`config.mk`:
```
export PLATFORM = sky130hd
export DESIGN_NAME = fsps_seq
export DESIGN_NICKNAME = d
export VERILOG_FILES = /design/src/verilog/fsps_pkg.sv /design/src/verilog/fsps_seq.sv
export SDC_FILE = /design/constraint.sdc
export NUM_CORES = 2
export LEC_CHECK = 0
export ABC_AREA = 1
export BUFFER_PORTS_ARGS = -buffer_cell sky130_fd_sc_hd__buf_2
export CORE_MARGIN = 5
export CORE_UTILIZATION = 45
export CTS_CLUSTER_SIZE = 25
export DETAILED_ROUTE_END_ITERATION = 10
export HOLD_SLACK_MARGIN = 0.02
export PLACE_DENSITY_LB_ADDON = 0.08
export SLEW_MARGIN = 20
export SYNTH_ARGS = -nofsm -noshare
export SYNTH_HDL_FRONTEND = slang
export SYNTH_SLANG_ARGS = --single-unit
export TNS_END_PERCENT = 10
```
`constraint.sdc`:
```
create_clock -name ref_clk -period 12.1 [get_ports ref_clk]
set_input_delay 1.815 -clock ref_clk [delete_from_list [all_inputs] [get_ports ref_clk]]
set_output_delay 1.815 -clock ref_clk [all_outputs]
set_load 0.01 [all_outputs]
```
`src/verilog/fsps_pkg.sv`:
```
package fsps_pkg;
  // flash geometry
  localparam int ROW_INSTR      = 64;
  localparam int ROW_BYTES      = 192;
  localparam int PAGE_ROWS      = 8;
  localparam int PAGE_INSTR     = 512;
  localparam int PAGE_BYTES     = 1536;
  localparam int INSTR_W        = 24;
  localparam int ADDR_W         = 24;
  // control register layout
  localparam int CTL_START_BIT  = 15;
  localparam int CTL_W          = 16;
  localparam logic [1:0] OP_ROW_WRITE  = 2'h1;
  localparam logic [1:0] OP_WORD_WRITE = 2'h2;
  localparam logic [1:0] OP_PAGE_ERASE = 2'h3;
  localparam logic [1:0] OP_NONE       = 2'h0;
  localparam int CTL_OP_LSB     = 0;
  // unlock key values
  localparam logic [7:0] KEY_FIRST  = 8'h55;
  localparam logic [7:0] KEY_SECOND = 8'hAA;
  // operation durations in oscillator cycles
  localparam int ROW_WRITE_OSC  = 11064;
  localparam int WORD_WRITE_OSC = 11064;
  localparam int PAGE_ERASE_OSC = 11064;
  // table write duration in core cycles
  localparam int TBLWR_CYCLES   = 2;
  typedef enum logic [1:0] {
    FSPS_IDLE,
    FSPS_BUSY,
    FSPS_DONE
  } fsps_state_t;
endpackage : fsps_pkg

```
`src/verilog/fsps_seq.sv`:
```
`timescale 1ns/1ps
// Notes on behaviour
// - flash rows hold 64 instructions, 192 bytes each.
// - erase removes one page of eight rows, 512 instructions.
// - program either one whole row or one instruction word.
// - pages align on 1536 bytes, rows on 192 bytes.
// - holding buffer keeps up to 64 pending instructions.
// - each table write is a two-cycle single-word buffer write.
// - each row needs its own programming cycle.
// - core stalls while erase or program runs, released on completion.
// - start bit 15 begins the operation; hardware clears it when done.
// - key register is write-only and only gates flash operations.
// - control register selects erase/program kind and triggers start.
// - duration counted in fast RC oscillator ticks; row write 11064.
module fsps_seq #(
  parameter int ROW_WRITE_TICKS = fsps_pkg::ROW_WRITE_OSC,
  parameter int PAGE_ERASE_TICKS = fsps_pkg::PAGE_ERASE_OSC,
  parameter int WORD_WRITE_TICKS = fsps_pkg::WORD_WRITE_OSC
) (
  input  wire logic                         ref_clk,
  input  wire logic                         reset_n,
  input  wire logic                         osc_tick,
  input  wire logic                         ctl_wr,
  input  wire logic [fsps_pkg::CTL_W-1:0]   ctl_wdata,
  output logic      [fsps_pkg::CTL_W-1:0]   flash_control_reg,
  input  wire logic                         key_wr,
  input  wire logic [7:0]                   key_wdata,
  input  wire logic                         tbl_wr,
  input  wire logic                         tbl_high,
  input  wire logic [fsps_pkg::ADDR_W-1:0]  tbl_addr,
  input  wire logic [15:0]                  tbl_wdata,
  output logic                              core_stall,
  output logic                              flash_op_valid,
  output logic      [1:0]                   flash_op,
  output logic      [fsps_pkg::ADDR_W-1:0]  flash_addr,
  output logic      [fsps_pkg::INSTR_W-1:0] flash_word,
  output logic                              flash_word_we,
  output logic      [5:0]                   flash_word_idx,
  output logic                              busy
);
  localparam int IDX_W = $clog2(fsps_pkg::ROW_INSTR);
  localparam int AW    = fsps_pkg::ADDR_W;

  fsps_pkg::fsps_state_t state;
  logic [1:0]  key_stage;
  logic [13:0] tick_cnt;
  logic [13:0] tick_limit;
  logic [1:0]  op_sel;
  logic        tbl_hold;
  logic [fsps_pkg::ADDR_W-1:0] op_addr;
  logic [IDX_W-1:0] drain_idx;
  logic        drain_end;
  logic        start_req;
  // holding buffer, one word per instruction
  logic [fsps_pkg::INSTR_W-1:0] hold_buf [fsps_pkg::ROW_INSTR];

  assign start_req = ctl_wr && ctl_wdata[fsps_pkg::CTL_START_BIT]
                     && !flash_control_reg[fsps_pkg::CTL_START_BIT];

  // key sequence tracker; any other write between breaks it
  always_ff @(posedge ref_clk) begin
    if (!reset_n) begin
      key_stage <= 2'h0;
    end else if (key_wr) begin
      if (key_wdata == fsps_pkg::KEY_FIRST) begin
        key_stage <= 2'h1;
      end else if (key_stage == 2'h1 && key_wdata == fsps_pkg::KEY_SECOND)
      begin
        key_stage <= 2'h2;
      end else begin
        key_stage <= 2'h0;
      end
    end else if (ctl_wr || tbl_wr) begin
      key_stage <= 2'h0;
    end
  end

  // holding buffer fill; low half then high byte per word
  always_ff @(posedge ref_clk) begin
    if (tbl_wr && !busy) begin
      if (tbl_high) begin
        hold_buf[tbl_addr[IDX_W:1]][23:16] <= tbl_wdata[7:0];
      end else begin
        hold_buf[tbl_addr[IDX_W:1]][15:0] <= tbl_wdata;
      end
    end
  end

  // table write takes two cycles: one stall cycle after the write
  always_ff @(posedge ref_clk) begin
    if (!reset_n) begin
      tbl_hold <= 1'b0;
    end else begin
      tbl_hold <= tbl_wr && !tbl_hold;
    end
  end

  // control register; start bit only sets after the key
  always_ff @(posedge ref_clk) begin
    if (!reset_n) begin
      flash_control_reg <= '0;
    end else if (state == fsps_pkg::FSPS_DONE) begin
      flash_control_reg[fsps_pkg::CTL_START_BIT] <= 1'b0;
    end else if (ctl_wr && state == fsps_pkg::FSPS_IDLE) begin
      flash_control_reg[fsps_pkg::CTL_START_BIT-1:0] <=
        ctl_wdata[fsps_pkg::CTL_START_BIT-1:0];
      flash_control_reg[fsps_pkg::CTL_START_BIT] <=
        start_req && key_stage == 2'h2;
    end
  end

  // duration per operation kind
  always_comb begin
    case (op_sel)
      fsps_pkg::OP_PAGE_ERASE: tick_limit = 14'(PAGE_ERASE_TICKS);
      fsps_pkg::OP_WORD_WRITE: tick_limit = 14'(WORD_WRITE_TICKS);
      default:                 tick_limit = 14'(ROW_WRITE_TICKS);
    endcase
  end

  // sequencer: idle, busy counting oscillator ticks, done
  always_ff @(posedge ref_clk) begin
    if (!reset_n) begin
      state    <= fsps_pkg::FSPS_IDLE;
      tick_cnt <= '0;
      op_sel   <= fsps_pkg::OP_NONE;
      op_addr  <= '0;
    end else begin
      case (state)
        fsps_pkg::FSPS_IDLE: begin
          tick_cnt <= '0;
          if (flash_control_reg[fsps_pkg::CTL_START_BIT]) begin
            state  <= fsps_pkg::FSPS_BUSY;
            op_sel <= flash_control_reg[fsps_pkg::CTL_OP_LSB +: 2];
            // align target to page or row boundary
            if (flash_control_reg[1:0] == fsps_pkg::OP_PAGE_ERASE) begin
              op_addr <= AW'(tbl_addr - tbl_addr % fsps_pkg::PAGE_BYTES);
            end else if (flash_control_reg[1:0] == fsps_pkg::OP_ROW_WRITE)
            begin
              op_addr <= AW'(tbl_addr - tbl_addr % fsps_pkg::ROW_BYTES);
            end else begin
              op_addr <= tbl_addr;
            end
          end
        end
        fsps_pkg::FSPS_BUSY: begin
          if (osc_tick) begin
            tick_cnt <= tick_cnt + 14'h0001;
          end
          if (tick_cnt == tick_limit) begin
            state <= fsps_pkg::FSPS_DONE;
          end
        end
        fsps_pkg::FSPS_DONE: state <= fsps_pkg::FSPS_IDLE;
        default: state <= fsps_pkg::FSPS_IDLE;
      endcase
    end
  end

  // buffer drain walks a row once while busy; a word write takes one slot
  // so the array port fires exactly once per buffered word
  always_ff @(posedge ref_clk) begin
    if (!reset_n || state != fsps_pkg::FSPS_BUSY) begin
      drain_idx <= '0;
      drain_end <= 1'b0;
    end else if (!drain_end && (op_sel == fsps_pkg::OP_ROW_WRITE
                                || op_sel == fsps_pkg::OP_WORD_WRITE)) begin
      drain_idx <= drain_idx + 1'b1;
      drain_end <= op_sel == fsps_pkg::OP_WORD_WRITE
                   || drain_idx == IDX_W'(fsps_pkg::ROW_INSTR - 1);
    end
  end

  // array write port; the array itself lives outside
  always_ff @(posedge ref_clk) begin
    if (!reset_n) begin
      flash_word     <= '0;
      flash_word_we  <= 1'b0;
      flash_word_idx <= '0;
    end else begin
      flash_word_we  <= state == fsps_pkg::FSPS_BUSY && !drain_end
                        && (op_sel == fsps_pkg::OP_ROW_WRITE
                            || op_sel == fsps_pkg::OP_WORD_WRITE);
      flash_word_idx <= (op_sel == fsps_pkg::OP_WORD_WRITE)
                        ? op_addr[IDX_W:1] : drain_idx;
      flash_word     <= hold_buf[(op_sel == fsps_pkg::OP_WORD_WRITE)
                        ? op_addr[IDX_W:1] : drain_idx];
    end
  end

  assign busy           = state != fsps_pkg::FSPS_IDLE;
  assign core_stall     = busy || tbl_hold;
  assign flash_op_valid = state == fsps_pkg::FSPS_BUSY;
  assign flash_op       = op_sel;
  assign flash_addr     = op_addr;

  a_start_needs_key: assert property (@(posedge ref_clk) disable iff (!reset_n)
    $rose(flash_control_reg[fsps_pkg::CTL_START_BIT]) |->
      $past(key_stage) == 2'h2)
    else $error("start bit set without unlock");
  a_stall_while_op: assert property (@(posedge ref_clk) disable iff (!reset_n)
    flash_op_valid |-> core_stall)
    else $error("core not stalled during operation");
  a_start_self_clear: assert property (@(posedge ref_clk)
    disable iff (!reset_n)
    state == fsps_pkg::FSPS_DONE |=>
      !flash_control_reg[fsps_pkg::CTL_START_BIT])
    else $error("start bit not cleared on completion");
  a_key_order: assert property (@(posedge ref_clk) disable iff (!reset_n)
    key_wr && key_wdata == fsps_pkg::KEY_SECOND && key_stage != 2'h1
      |=> key_stage == 2'h0)
    else $error("key accepted out of order");
  a_tbl_two_cyc: assert property (@(posedge ref_clk) disable iff (!reset_n)
    tbl_wr && !tbl_hold |=> core_stall)
    else $error("table write not two cycles");
  a_busy_ends: assert property (@(posedge ref_clk) disable iff (!reset_n)
    state == fsps_pkg::FSPS_BUSY && tick_cnt == tick_limit
      |=> state == fsps_pkg::FSPS_DONE ##1 !busy)
    else $error("operation did not finish on count");
  a_row_align: assert property (@(posedge ref_clk) disable iff (!reset_n)
    flash_op_valid && op_sel == fsps_pkg::OP_ROW_WRITE
      |-> op_addr % fsps_pkg::ROW_BYTES == 0)
    else $error("row target misaligned");
  a_page_align: assert property (@(posedge ref_clk) disable iff (!reset_n)
    flash_op_valid && op_sel == fsps_pkg::OP_PAGE_ERASE
      |-> op_addr % fsps_pkg::PAGE_BYTES == 0)
    else $error("page target misaligned");
  a_word_once: assert property (@(posedge ref_clk) disable iff (!reset_n)
    flash_word_we && op_sel == fsps_pkg::OP_WORD_WRITE
      |=> !flash_word_we)
    else $error("word write fired twice");
endmodule : fsps_seq

```
==> impl_metrics.ini <==
[run_status]
status = completed

[min_path]
hp-start = tbl_hold$_SDFF_PN0_
hold_depth = 1
hold_path_class = flip-flop to flip-flop
min_to = tbl_hold$_SDFF_PN0_

[critical_path]
max_stage_delay_ps = 310
worst_path_max_delay_cell = ha_1
worst_path_most_repeated_cell = nand2_1
path_max_fanout = 6
reg2reg_from = flash_op[0]$_SDFFE_PN0P_
worstPathArrival_ps = 9150
critPathRequiredTime_ps = 12820
endpoint_kind = flip-flop
r2r_setup_slack_ps = 6330
worstSetupPathType = primary input to flip-flop
setup.worst_path.start_class = primary input
reg2reg_to = flash_word[1]$_SDFF_PN0_
worstRegToRegCells = 14

[logic_synthesis]
yosys.cell_count.top_type = edfxtp_1
synth_edf_count = 1536
ys_seq_elements = 1635
yosys-top-cells-count = edfxtp_1, nor2_1, o21ai_0
synth_seq_area_share = 0.729
synth_area_leader_cell = edfxtp_1
synth_cell_types = 42
syn_avg_cell_area_um2 = 12.6
synth_ff_type = edfxtp_1
syn_inst = 5233
synth_area_um2 = 66000
synth-async-reset-ratio = 0
synth_top_area_frac = 0.699
yosys-top-cells-area = edfxtp_1, o21ai_0, nor2_1
ys_warn_count = 0

[detailed_routing]
vias = 43703
firstDrtPassIters = 5
wl_per_cell_um = 26.0
drt_iter0_drc = 3865
route.detailed.drc = 0
ant_nets = 0
totalWireLength_um = 192000
vias_per_cell = 5.91

[layout]
layout-drive-gt1-share = 0.112
num-nets-final = 5453
largest_reg_flops = 1536
area_delta_synth_final_pct = 13.0

[global_routing]
grt.overflow.total = 0
antenna_found_initial = 7
grt_usage = 0.245
grt_max_degree = 203
grt_pass1_wl_um = 281000
grt_pass1_vias = 41834

[sta]
hold_viol = 0
rsz0062_at_grt = false
setup_viol = 0
min_period_over_period = 0.697
fmax_mhz = 119
relSlewSlack = 0.216
final.setup.tns_ps = 0
final_max_slew_viol_count = 0
tightest_slew_ps = 1170
fin_worst_skew_ps = 34.2
fin_crit_ps = 8430

[cts]
h-tree-depth = 4
clkTransAtPathRegs_ps = 60
cts_hold_buf = 0
clock_sinks = 1635
cts_setup_buffers = 0
cts.repair.resized = 0
cts_buffer_depth = 3
insertion_delay_ps = 810
cts_tree = built
cts_buffers = 173
cts_root_buf = clkbuf_16

[power]
p_int_w = 0.00919
power_frac_seq = 0.533
p_sw_frac = 0.211
total_power_w = 0.0116
power_frac_clock = 0.438
leakagePower_nw = 24.4
combinationalPowerShare = 0.030
vdd_drop_max_uv = 124
powerDensity_nw_per_um2 = 156
netSwitchingPower_w = 0.00246

[die]
pin_count = 147
fp.coreArea_um2 = 146000
die_y_um = 393
row_count = 140
die_w_um = 393
die_area_um2 = 154000
initial_core_util = 0.453

[placed_design]
port-buffer-count = 146
gp_congestion = 0.808
dp_hpwl_um = 104000

[run]
cap_violations = 0
worst max-delay path by stage:
stage,from,to,slack [ps],cells after the start
global placement,tbl_addr[23],flash_addr[23]$_SDFFE_PN0P_,3080,80
detailed placement,tbl_addr[22],flash_addr[23]$_SDFFE_PN0P_,2960,75
finish,tbl_addr[22],flash_addr[23]$_SDFFE_PN0P_,3670,75
CTS,tbl_addr[22],flash_addr[23]$_SDFFE_PN0P_,3780,74
floorplan,tbl_addr[23],flash_addr[23]$_SDFFE_PN0P_,4120,75
global route,tbl_addr[22],flash_addr[23]$_SDFFE_PN0P_,2640,78
area by class of cell:
class                           instances  area (um2)
Fill cell                           12657       71100
Sequential cell                      1635       48100
Multi-Input combinational cell       3118       16400
Clock buffer                          228        4630
Tap cell                             1917        2400
Timing Repair Buffer                  265        1740
Clock inverter                         87         754
Inverter                              143         563
Antenna cell                            3        7.51
power groups by stage:
stage | registers, W | logic [W] | clock network, W
after floorplan | 0.00633 | 0.000157 | 0
after global placement | 0.00632 | 0.000337 | 0
after detailed placement | 0.00632 | 0.000343 | 0
after CTS | 0.00620 | 0.000344 | 0.00518
after global routing | 0.00620 | 0.000380 | 0.00542
final | 0.00620 | 0.000344 | 0.00509
routing by layer:
layer	share of wire	track usage	up-vias
li1	-	-	19862
met1	0.43	0.340	22102
met2	0.48	0.399	1442
met3	0.065	0.0431	295
met4	0.028	0.0726	2
met5	0.000036	0	-
layout by cell type (no fill, tap or decap), types with 27 or more instances in the layout:
| cell type | count |
|---|---|
| a21oi_1 | 95 |
| buf_2 | 138 |
| buf_4 | 119 |
| clkbuf_1 | 48 |
| clkbuf_16 | 175 |
| clkinv_1 | 39 |
| clkinv_2 | 27 |
| conb_1 | 27 |
| dfxtp_1 | 99 |
| edfxtp_1 | 1536 |
| ha_1 | 46 |
| inv_1 | 131 |
| nand2_1 | 221 |
| nand3_1 | 276 |
| nor2_1 | 932 |
| nor2_2 | 62 |
| o211ai_1 | 125 |
| o21ai_0 | 827 |
| o221ai_1 | 289 |
| o22ai_1 | 108 |
critical path, delay by kind of cell:
kind | cells | cell delay (ps)
fa+ha+maj | 1 | 310
buf+inv | 14 | 840
simple gates | 39 | 3350
compound gates | 21 | 2810
cell families after synthesis:
family          synth area share
compound gates             0.138
xor+xnor                0.000796
fa+ha+maj                0.00872
buf+inv                   0.0288
flops                      0.729
other cells            0.0000568
simple gates              0.0954
metrics by stage:
step           setup slack (ps)   util  hold WS, ps  area, um2  std cells
2_1_floorplan              4120      -          393      66100       5259
3_3_place_gp               3080  0.475          406      69200       7078
3_5_place_dp               2960  0.475          410      69200       7078
4_1_cts                    3780  0.512          426      74600       7393
5_1_grt                    2640  0.512          449      74600       7396
6_report                   3670  0.512          429      74600       7396
No activity file was read; power rests on OpenSTA's default activity.
